File: config.mk
export PLATFORM = sky130hd
export DESIGN_NAME = pse_eval
export DESIGN_NICKNAME = d
export VERILOG_FILES = /design/src/hdl/pse_pkg.sv /design/src/hdl/pse_param_store.sv /design/src/hdl/pse_stretch.sv /design/src/hdl/pse_eval.sv
export VERILOG_INCLUDE_DIRS = /design/src /design/src/hdl
export SDC_FILE = /design/constraint.sdc
export NUM_CORES = 2
export LEC_CHECK = 0
export ABC_AREA = 1
export BUFFER_PORTS_ARGS = -buffer_cell sky130_fd_sc_hd__buf_2
export CAP_MARGIN = 20
export CORE_ASPECT_RATIO = 1.1
export CORE_UTILIZATION = 40
export DETAILED_ROUTE_END_ITERATION = 8
export PLACE_DENSITY_LB_ADDON = 0.12
export RECOVER_POWER = 25
export SLEW_MARGIN = 20
export SYNTH_ARGS = -nofsm -noshare
export SYNTH_HDL_FRONTEND = slang
export SYNTH_SLANG_ARGS = --single-unit
File: constraint.sdc
create_clock -name sys_clk -period 7.9 [get_ports sys_clk]
set_clock_uncertainty 0.05 [all_clocks]
set_input_delay 0.395 -clock sys_clk [delete_from_list [all_inputs] [get_ports sys_clk]]
set_output_delay 0.395 -clock sys_clk [all_outputs]
set_load 0.01 [all_outputs]
File: src/hdl/pse_defines.svh
`ifndef PSE_DEFINES_SVH
`define PSE_DEFINES_SVH

// ==========================================
// Parameter indices and subindices
`define PSE_IDX_SETPOINT    8'h3C
`define PSE_IDX_CONFIG      8'h3D
`define PSE_IDX_CONFIG_EXT  8'h40
`define PSE_SUB_FIRST       8'h01
`define PSE_SUB_SECOND      8'h02
`define PSE_SUB_THIRD       8'h03

// ==========================================
// Mode codes
`define PSE_MODE_OFF        8'h00
`define PSE_MODE_SINGLE     8'h01
`define PSE_MODE_WINDOW     8'h02
`define PSE_MODE_TWO_POINT  8'h03
`define PSE_MODE_CENTERED   8'h04

// ==========================================
// Polarity, substitute and pulse stretch codes
`define PSE_POL_HIGH        8'h00
`define PSE_POL_LOW         8'h01
`define PSE_SUBST_HOLD      8'h00
`define PSE_SUBST_INACTIVE  8'h01
`define PSE_SUBST_ACTIVE    8'h02
`define PSE_STRETCH_OFF     8'h00
`define PSE_STRETCH_AUTO    8'h01
`define PSE_STRETCH_10MS    8'h02
`define PSE_STRETCH_100MS   8'h03
`define PSE_STRETCH_1000MS  8'h04

// ==========================================
// Reserved position codes and range
`define PSE_POS_UNDER       16'h8008
`define PSE_POS_OVER        16'h7FF8
`define PSE_POS_NODATA      16'h7FFC
`define PSE_RANGE_END_RESET 16'h7FF0

// ==========================================
// Process data field positions
`define PSE_PD_POS_LSB      16
`define PSE_PD_SCALE_LSB    8
`define PSE_PD_QUAL_LSB     2
`define PSE_PD_CH2_BIT      1
`define PSE_PD_CH1_BIT      0

// ==========================================
// Timing: milliseconds, clock rate, millisecond tick
`define PSE_CLK_HZ          10000000
`define PSE_MS_CYCLES       (`PSE_CLK_HZ / 1000)
`define PSE_T10_MS          10
`define PSE_T100_MS         100
`define PSE_T1000_MS        1000

`endif

File: src/hdl/pse_pkg.sv
package pse_pkg;

	// ==========================================
	// One channel parameter set
	typedef struct packed {
		logic [15:0] first_setpoint;
		logic [15:0] second_setpoint;
		logic [7:0]  polarity;
		logic [7:0]  mode;
		logic [15:0] hysteresis;
		logic [15:0] window_offset;
		logic [7:0]  pulse_stretch;
		logic [7:0]  fault_substitute;
	} pse_chan_cfg_t;

	// Measurement sample from the front end
	typedef struct packed {
		logic [15:0] position;
		logic [7:0]  scale;
		logic [1:0]  quality;
	} pse_meas_t;

	// Parameter access from the link layer
	typedef struct packed {
		logic        wr;
		logic        rd;
		logic        channel;
		logic [7:0]  index;
		logic [7:0]  subindex;
		logic [15:0] data;
	} pse_param_req_t;

	typedef enum logic [1:0] {
		PSE_ST_IDLE,
		PSE_ST_STRETCH,
		PSE_ST_WAIT_SEND
	} pse_stretch_state_t;

endpackage

File: src/hdl/pse_param_store.sv
`timescale 1ns/1ps
`default_nettype none
`include "pse_defines.svh"

module pse_param_store (
	// Clock and reset
	input  wire logic                   sys_clk,
	input  wire logic                   reset,
	// Parameter access
	input  wire pse_pkg::pse_param_req_t req,
	output logic [15:0]                 rd_data,
	output logic                        rd_valid,
	output logic                        rd_error,
	// Parameter sets
	output pse_pkg::pse_chan_cfg_t      cfg [2]
);

	pse_pkg::pse_chan_cfg_t cfg_q [2];

	assign cfg = cfg_q;

	// ==========================================
	// Per-channel parameter storage, all reset to a deactivated channel
	for (genvar c = 0; c < 2; c++) begin : g_chan
		always_ff @(posedge sys_clk) begin
			if (reset) begin
				cfg_q[c] <= '0;
			end else if (req.wr && (req.channel == 1'(c))) begin
				unique case ({req.index, req.subindex})
					{`PSE_IDX_SETPOINT, `PSE_SUB_FIRST}:    cfg_q[c].first_setpoint   <= req.data;
					{`PSE_IDX_SETPOINT, `PSE_SUB_SECOND}:   cfg_q[c].second_setpoint  <= req.data;
					{`PSE_IDX_CONFIG, `PSE_SUB_FIRST}:      cfg_q[c].polarity         <= req.data[7:0];
					{`PSE_IDX_CONFIG, `PSE_SUB_SECOND}:     cfg_q[c].mode             <= req.data[7:0];
					{`PSE_IDX_CONFIG, `PSE_SUB_THIRD}:      cfg_q[c].hysteresis       <= req.data;
					{`PSE_IDX_CONFIG_EXT, `PSE_SUB_FIRST}:  cfg_q[c].window_offset    <= req.data;
					{`PSE_IDX_CONFIG_EXT, `PSE_SUB_SECOND}: cfg_q[c].pulse_stretch    <= req.data[7:0];
					{`PSE_IDX_CONFIG_EXT, `PSE_SUB_THIRD}:  cfg_q[c].fault_substitute <= req.data[7:0];
					default: ;
				endcase
			end
		end
	end

	// Read path; data registered, unknown index flagged
	always_ff @(posedge sys_clk) begin
		if (reset) begin
			rd_data  <= 16'h0000;
			rd_valid <= 1'b0;
			rd_error <= 1'b0;
		end else begin
			rd_valid <= req.rd;
			rd_error <= 1'b0;
			if (req.rd) begin
				unique case ({req.index, req.subindex})
					{`PSE_IDX_SETPOINT, `PSE_SUB_FIRST}:    rd_data <= cfg_q[req.channel].first_setpoint;
					{`PSE_IDX_SETPOINT, `PSE_SUB_SECOND}:   rd_data <= cfg_q[req.channel].second_setpoint;
					{`PSE_IDX_CONFIG, `PSE_SUB_FIRST}:      rd_data <= {8'h00, cfg_q[req.channel].polarity};
					{`PSE_IDX_CONFIG, `PSE_SUB_SECOND}:     rd_data <= {8'h00, cfg_q[req.channel].mode};
					{`PSE_IDX_CONFIG, `PSE_SUB_THIRD}:      rd_data <= cfg_q[req.channel].hysteresis;
					{`PSE_IDX_CONFIG_EXT, `PSE_SUB_FIRST}:  rd_data <= cfg_q[req.channel].window_offset;
					{`PSE_IDX_CONFIG_EXT, `PSE_SUB_SECOND}: rd_data <= {8'h00, cfg_q[req.channel].pulse_stretch};
					{`PSE_IDX_CONFIG_EXT, `PSE_SUB_THIRD}:  rd_data <= {8'h00, cfg_q[req.channel].fault_substitute};
					default: begin
						rd_data  <= 16'h0000;
						rd_error <= 1'b1;
					end
				endcase
			end
		end
	end

endmodule

`default_nettype wire

File: src/hdl/pse_stretch.sv
`timescale 1ns/1ps
`default_nettype none
`include "pse_defines.svh"

module pse_stretch (
	// Clock and reset
	input  wire logic       sys_clk,
	input  wire logic       reset,
	// Timing
	input  wire logic       ms_tick,
	input  wire logic       pd_sent,
	// Setting and signal
	input  wire logic [7:0] stretch_sel,
	input  wire logic       active_in,
	output logic            active_out
);

	logic [9:0]                      ms_left_q;
	logic                            seen_q;
	pse_pkg::pse_stretch_state_t     state_q;
	logic [9:0]                      ms_load;

	// Extension length in milliseconds for the timed settings
	always_comb begin
		unique case (stretch_sel)
			`PSE_STRETCH_10MS:   ms_load = 10'(`PSE_T10_MS);
			`PSE_STRETCH_100MS:  ms_load = 10'(`PSE_T100_MS);
			`PSE_STRETCH_1000MS: ms_load = 10'(`PSE_T1000_MS);
			default:             ms_load = 10'h000;
		endcase
	end

	// Minimum pulse: timer or process data send; longer pulses pass untouched
	always_ff @(posedge sys_clk) begin
		if (reset) begin
			state_q   <= pse_pkg::PSE_ST_IDLE;
			ms_left_q <= 10'h000;
			seen_q    <= 1'b0;
		end else begin
			unique case (state_q)
				pse_pkg::PSE_ST_IDLE: begin
					seen_q <= 1'b0;
					if (active_in && stretch_sel == `PSE_STRETCH_AUTO) begin
						state_q <= pse_pkg::PSE_ST_WAIT_SEND;
					end else if (active_in && ms_load != 10'h000) begin
						ms_left_q <= ms_load;
						state_q   <= pse_pkg::PSE_ST_STRETCH;
					end
				end
				pse_pkg::PSE_ST_STRETCH: begin
					if (ms_tick && ms_left_q != 10'h000) begin
						ms_left_q <= ms_left_q - 10'h001;
					end
					if (ms_left_q == 10'h000 && !active_in) begin
						state_q <= pse_pkg::PSE_ST_IDLE;
					end
				end
				pse_pkg::PSE_ST_WAIT_SEND: begin
					// Event held until a transmission carried it
					if (pd_sent) begin
						seen_q <= 1'b1;
					end
					if ((seen_q || pd_sent) && !active_in) begin
						state_q <= pse_pkg::PSE_ST_IDLE;
					end
				end
				default: state_q <= pse_pkg::PSE_ST_IDLE;
			endcase
		end
	end

	assign active_out = active_in || (state_q != pse_pkg::PSE_ST_IDLE);

endmodule

`default_nettype wire

File: src/hdl/pse_eval.sv
`timescale 1ns/1ps
`default_nettype none
`include "pse_defines.svh"

module pse_eval (
	// Clock and reset
	input  wire logic                    sys_clk,
	input  wire logic                    reset,
	// Measurement front end
	input  wire pse_pkg::pse_meas_t      meas,
	input  wire logic                    meas_valid,
	input  wire logic                    meas_under,
	input  wire logic                    meas_over,
	input  wire logic [15:0]             range_end,
	// Parameter access from the link layer
	input  wire pse_pkg::pse_param_req_t param_req,
	output logic [15:0]                  param_rd_data,
	output logic                         param_rd_valid,
	output logic                         param_rd_error,
	// Cyclic process data
	input  wire logic                    pd_sent,
	output logic [31:0]                  process_data
);

	pse_pkg::pse_chan_cfg_t cfg [2];
	logic [15:0]            pos_q;
	logic [7:0]             scale_q;
	logic [1:0]             qual_q;
	logic                   fault_q;
	logic [13:0]            ms_div_q;
	logic                   ms_tick;
	logic [1:0]             chan_bit;

	// ==========================================
	// Parameter storage
	pse_param_store pse_param_store_i (
		.sys_clk  (sys_clk),
		.reset    (reset),
		.req      (param_req),
		.rd_data  (param_rd_data),
		.rd_valid (param_rd_valid),
		.rd_error (param_rd_error),
		.cfg      (cfg)
	);

	// ==========================================
	// Measurement capture with reserved codes
	// Front end is on this clock, so no synchroniser is needed
	always_ff @(posedge sys_clk) begin
		if (reset) begin
			pos_q   <= `PSE_POS_NODATA;
			scale_q <= 8'h00;
			qual_q  <= 2'h0;
			fault_q <= 1'b1;
		end else begin
			scale_q <= meas.scale;
			qual_q  <= meas.quality;
			fault_q <= !meas_valid || meas_under || meas_over;
			if (!meas_valid) begin
				pos_q <= `PSE_POS_NODATA;
			end else if (meas_under) begin
				pos_q <= `PSE_POS_UNDER;
			end else if (meas_over) begin
				pos_q <= `PSE_POS_OVER;
			end else begin
				pos_q <= meas.position;
			end
		end
	end

	// ==========================================
	// Millisecond enable for pulse stretch timing
	always_ff @(posedge sys_clk) begin
		if (reset) begin
			ms_div_q <= 14'h0000;
		end else if (ms_div_q == 14'(`PSE_MS_CYCLES - 1)) begin
			ms_div_q <= 14'h0000;
		end else begin
			ms_div_q <= ms_div_q + 14'h0001;
		end
	end

	assign ms_tick = (ms_div_q == 14'(`PSE_MS_CYCLES - 1));

	// ==========================================
	// Two identical switching channels
	for (genvar c = 0; c < 2; c++) begin : g_ch
		logic signed [17:0] pos_s;
		logic signed [17:0] sp1;
		logic signed [17:0] sp2;
		logic signed [17:0] hyst;
		logic signed [17:0] lo;
		logic signed [17:0] hi;
		logic signed [17:0] lo_off;
		logic signed [17:0] hi_off;
		logic signed [17:0] rend;
		logic               act_q;
		logic               act_d;
		logic               stretched;

		assign pos_s = 18'(signed'(pos_q));
		assign sp1   = 18'(signed'(cfg[c].first_setpoint));
		assign sp2   = 18'(signed'(cfg[c].second_setpoint));
		assign rend  = 18'(range_end);

		// Clamp a switch point into zero .. range end
		function automatic logic signed [17:0] clamp(input logic signed [17:0] v, input logic signed [17:0] top);
			if (v < 18'sh00000) begin
				return 18'sh00000;
			end
			if (v > top) begin
				return top;
			end
			return v;
		endfunction

		// Limits per mode; window sorts its setpoints
		always_comb begin
			hyst   = 18'(signed'(cfg[c].hysteresis));
			lo     = 18'sh00000;
			hi     = 18'sh00000;
			unique case (cfg[c].mode)
				`PSE_MODE_WINDOW: begin
					lo = (sp1 < sp2) ? sp1 : sp2;
					hi = (sp1 < sp2) ? sp2 : sp1;
				end
				`PSE_MODE_CENTERED: begin
					lo = sp1 - 18'(signed'(cfg[c].window_offset));
					hi = sp1 + 18'(signed'(cfg[c].window_offset));
				end
				`PSE_MODE_TWO_POINT: begin
					lo   = (sp1 < sp2) ? sp1 : sp2;
					hi   = (sp1 < sp2) ? sp2 : sp1;
					hyst = 18'sh00000;
				end
				`PSE_MODE_SINGLE: begin
					lo = sp1;
					hi = sp1;
				end
				default: hyst = 18'sh00000;
			endcase
			lo_off = clamp(lo - hyst, rend);
			hi_off = clamp(hi + hyst, rend);
		end

		// Activity decision with hysteresis and substitute handling
		always_comb begin
			act_d = act_q;
			// A deactivated channel stays inactive even on a fault
			if (fault_q && (cfg[c].mode inside {`PSE_MODE_SINGLE, `PSE_MODE_WINDOW, `PSE_MODE_TWO_POINT, `PSE_MODE_CENTERED})) begin
				unique case (cfg[c].fault_substitute)
					`PSE_SUBST_INACTIVE: act_d = 1'b0;
					`PSE_SUBST_ACTIVE:   act_d = 1'b1;
					default:             act_d = act_q;
				endcase
			end else begin
				unique case (cfg[c].mode)
					`PSE_MODE_SINGLE: begin
						// Active at or above setpoint, release below it minus hysteresis
						if (pos_s >= clamp(lo, rend)) begin
							act_d = 1'b1;
						end else if (pos_s < lo_off) begin
							act_d = 1'b0;
						end
					end
					`PSE_MODE_WINDOW, `PSE_MODE_CENTERED: begin
						// Equal setpoints in window mode leave the bit unchanged
						if (!(cfg[c].mode == `PSE_MODE_WINDOW && sp1 == sp2)) begin
							if (pos_s >= clamp(lo, rend) && pos_s <= clamp(hi, rend)) begin
								act_d = 1'b1;
							end else if (pos_s < lo_off || pos_s > hi_off) begin
								act_d = 1'b0;
							end
						end
					end
					`PSE_MODE_TWO_POINT: begin
						if (pos_s >= hi) begin
							act_d = 1'b1;
						end else if (pos_s <= lo) begin
							act_d = 1'b0;
						end
					end
					default: act_d = 1'b0;
				endcase
			end
		end

		// Unstretched activity state
		always_ff @(posedge sys_clk) begin
			if (reset) begin
				act_q <= 1'b0;
			end else begin
				act_q <= act_d;
			end
		end

		pse_stretch pse_stretch_i (
			.sys_clk     (sys_clk),
			.reset       (reset),
			.ms_tick     (ms_tick),
			.pd_sent     (pd_sent),
			.stretch_sel (cfg[c].pulse_stretch),
			.active_in   (act_q),
			.active_out  (stretched)
		);

		// Polarity maps the active state onto the bit level
		assign chan_bit[c] = (cfg[c].polarity == `PSE_POL_LOW) ? !stretched : stretched;
	end

	// ==========================================
	// Process data image, registered
	always_ff @(posedge sys_clk) begin
		if (reset) begin
			process_data <= 32'h00000000;
		end else begin
			process_data <= {pos_q, scale_q, 4'h0, qual_q, chan_bit[1], chan_bit[0]};
		end
	end

endmodule

`default_nettype wire

==> out/qor.yml <==
synth_ff_type: "dfxtp_1"
cpMaxStageDelayCell: "ha_1"
cp-startpoint: "pse_param_store_i.cfg[79]$_SDFFE_PP0P_"
critPathArrivalTime_ns: 7.97
drive_above_1_share_pct: 8.37
cts_buffers: 38
drc: 0
worstHoldStart: "meas[23]"
seq_power_share_pct: 41.2
slew_headroom_pct: -88.7
viasPerCell: 5.61
post_dp_cell_area_um2: 32600
synth.yosys.seq_area_share_pct: 20.1
tightest_slew_ns: 2.83
cp-start-kind: "register"
clkPwrFrac_pct: 47.6
ys_types: 73
dp_hpwl_mm: 94.1
crit_top_cell: "nand2_1"
htreeDepth: 2
critPathMaxFanout: 27
hold_viol_final: 0
gr-total-overflow: 0
io_pins: 133
drt_iter0_drc: 2674
end_kind: "register"
synthCells: 4583
cts_buffer_depth: 3
fin_crit_sh_pct: 94.7
clk_pin_slew_ns: 0.07
cts.sinks: 307
gp_congestion: 0.963
drtPass1Iterations: 5
p_switching_mw: 1.10
maxSlewViolCount: 114
die_h_um: 292
die_w_um: 265
p_per_area_nw_per_um2: 111
ys_warn_count: 0
insertion_delay_ns: 0.59
outcome: "complete, but fails checks"
slowest_delay_ns: 0.45
grt_max_degree: 107
syn_to_final_growth_pct: 13.4
die-area_um2: 77500
synth_edf_count: 0
initial_core_util_pct: 40.7
post-route-util_pct: 46.2
cts_root_buf: "clkbuf_16"
required_ns: 8.38
grt_pass1_vias: 30260
final_nets: 5323
cts_tree: "yes"
wl_per_cell_um: 21.3
violations: "capacitance limit, slew limit"
min_period_ns: 7.48
switching_share_pct: 28.5
setup_viol: 0
grt_first_pass_wirelength_mm: 184
syn_avg_cell_area_um2: 6.67
power.leakage_nw: 15.8
max-cap-violations: 5
num_rows: 105
fill_cells: 7892
grt_use_total_pct: 30.9
r2r-start: "pse_param_store_i.cfg[79]$_SDFFE_PP0P_"
synth-async-reset-ratio_pct: 0
worst-setup-path-type: "reg -> reg"
ir_worst_vdd_uv: 166
ant_nets: 0
synth_area_um2: 30500
drt_wl_total_mm: 123
vias: 32439
coreArea_um2: 75000
design_area_um2: 34700
p_int_mw: 2.75
ys_ff_latch: 307
antenna_found_initial: 1
fmax_mhz: 134
io_buffers: 128
combPwrFrac_pct: 11.2
holdCritPathClass: "in -> reg"
final cells by class:
class | instances | area (um^2) | share of cell area (%)
Multi-Input combinational cell | 3463 | 21700 | 62.5
Sequential cell | 307 | 6150 | 17.7
Inverter | 644 | 2420 | 6.99
Timing Repair Buffer | 289 | 1890 | 5.44
Tap cell | 1016 | 1270 | 3.67
Clock buffer | 46 | 1010 | 2.92
Clock inverter | 17 | 243 | 0.700
Antenna cell | 1 | 2.50 | 0.00722
metrics by stage:
step                std cells  TNS (ns)  worst slack [ns]  power [mW]  hold slack (ns)
CTS                      5757         0           0.00578        3.87           0.0194
global placement         5668    -0.292            -0.292        2.03            0.340
floorplan                4586         0             0.990        1.84            0.338
finish                   5783         0             0.415        3.85           0.0339
detailed placement       5668    -0.365            -0.346        2.03            0.342
global route             5782   -0.0650           -0.0338        3.98           0.0338
state kept, by name, indices dropped and copies added, names as in the netlist:
| signal | count |
|---|---|
| qual_q | 2 |
| pos_q | 16 |
| pse_param_store_i.cfg | 192 |
| ms_div_q | 14 |
| scale_q | 8 |
| process_data | 28 |
| pse_param_store_i.rd_valid | 1 |
| g_ch.act_q | 2 |
| fault_q | 1 |
| g_ch.pse_stretch_i.seen_q | 2 |
| g_ch.pse_stretch_i.state_q | 4 |
| pse_param_store_i.rd_error | 1 |
| g_ch.pse_stretch_i.ms_left_q | 20 |
| pse_param_store_i.rd_data | 16 |
path summary, 6_finish.rpt:
kind,end,slack (ns),cells after the start
setup / recovery,g_ch[1].act_q$_SDFFE_PP0P_,0.42,47
hold / removal,pos_q[13]$_SDFF_PP1_,0.03,3
setup reg to reg,g_ch[1].act_q$_SDFFE_PP0P_,0.42,47
hold reg to reg,process_data[2]$_SDFF_PP0_,0.34,2
cells in the mapped netlist, types with 7 or more instances:
| cell | instances | share of area, % |
|---|---|---|
| buf_2 | 26 | 0.43 |
| nand2_1 | 860 | 11 |
| clkbuf_1 | 131 | 1.6 |
| o31ai_1 | 15 | 0.37 |
| o21ai_2 | 8 | 0.23 |
| o21ai_1 | 30 | 0.49 |
| inv_2 | 7 | 0.086 |
| o211ai_1 | 110 | 2.7 |
| nand2_2 | 8 | 0.16 |
| o2111ai_1 | 11 | 0.32 |
| a221oi_1 | 29 | 0.83 |
| nand4_1 | 39 | 0.80 |
| o22ai_1 | 23 | 0.47 |
| inv_1 | 629 | 7.7 |
| fa_1 | 8 | 0.52 |
| o21bai_1 | 28 | 0.69 |
| ha_1 | 489 | 20 |
| dfxtp_1 | 307 | 20 |
| or2_2 | 12 | 0.25 |
| nor3_1 | 45 | 0.74 |
| a21oi_1 | 559 | 9.2 |
| a21o_1 | 7 | 0.17 |
| a22oi_1 | 14 | 0.34 |
| nor3b_1 | 9 | 0.22 |
| nor2_1 | 287 | 3.5 |
| xor2_1 | 68 | 1.9 |
| buf_4 | 11 | 0.27 |
| nand3_1 | 178 | 2.9 |
| a31oi_1 | 26 | 0.53 |
| a211oi_1 | 26 | 0.64 |
| nor4_1 | 38 | 0.78 |
| o21ai_0 | 431 | 7.1 |
| xnor2_1 | 20 | 0.57 |
| clkinv_1 | 8 | 0.098 |
power groups by stage:
stage          Sequential [mW]  Combinational (mW)  Clock [mW]
6_report                  1.58               0.432        1.83
2_1_floorplan             1.63               0.216           0
4_1_cts                   1.58               0.427        1.86
3_3_place_gp              1.62               0.412           0
5_1_grt                   1.58               0.476        1.91
3_5_place_dp              1.62               0.416           0
layout by cell type (no fill, tap or decap), types with 11 or more instances in the layout:
cell type,Yosys,routed
a211oi_1,26,25
a21oi_1,559,552
a21oi_2,5,11
a221oi_1,29,28
a22oi_1,14,13
a31oi_1,26,23
buf_2,26,83
buf_4,11,119
clkbuf_1,131,61
clkbuf_16,0,39
dfxtp_1,307,303
dlygate4sd3_1,0,25
ha_1,489,480
inv_1,629,626
nand2_1,860,847
nand2_2,8,17
nand3_1,178,169
nand3_2,2,11
nand4_1,39,39
nor2_1,287,286
nor3_1,45,42
nor4_1,38,36
o2111ai_1,11,11
o211ai_1,110,110
o21ai_0,431,421
o21ai_1,30,39
o21bai_1,28,27
o22ai_1,23,23
o31ai_1,15,15
or2_2,12,11
xnor2_1,20,19
xor2_1,68,65
cells by family after synthesis:
logic type / share of synthesized area, %
simple gates: 20.8
compound gates: 25.5
buf+inv: 10.4
fa+ha+maj: 20.6
other cells: 0.0123
flops: 20.1
xor+xnor: 2.58
layer usage:
metal | global-route usage [%] | part of all wire, % | routed length (um)
met1 | 41.0 | 44 | 54000
met3 | 3.34 | 6.6 | 8150
met5 | 0 | 0 | 0
met4 | 10.9 | 4.4 | 5370
met2 | 51.7 | 45 | 55900
what timing repair did:
action,4_1_cts,5_1_grt
gates cloned,1,4
buffers inserted,0,21
endpoints found under the hold margin,24,0
hold buffers,25,0
gates resized for setup,7,87
pin swaps,1,27
setup endpoints to repair,2,2
worst max-delay path, delay by kind of cell (launching register included):
kind            cells  cell delay (ns)
simple gates       21             2.40
compound gates     14             2.03
fa+ha+maj           4             1.43
buf+inv             7             0.95
flops               1             0.35
xor+xnor            1             0.18
(Power assumes the default switching activity.)
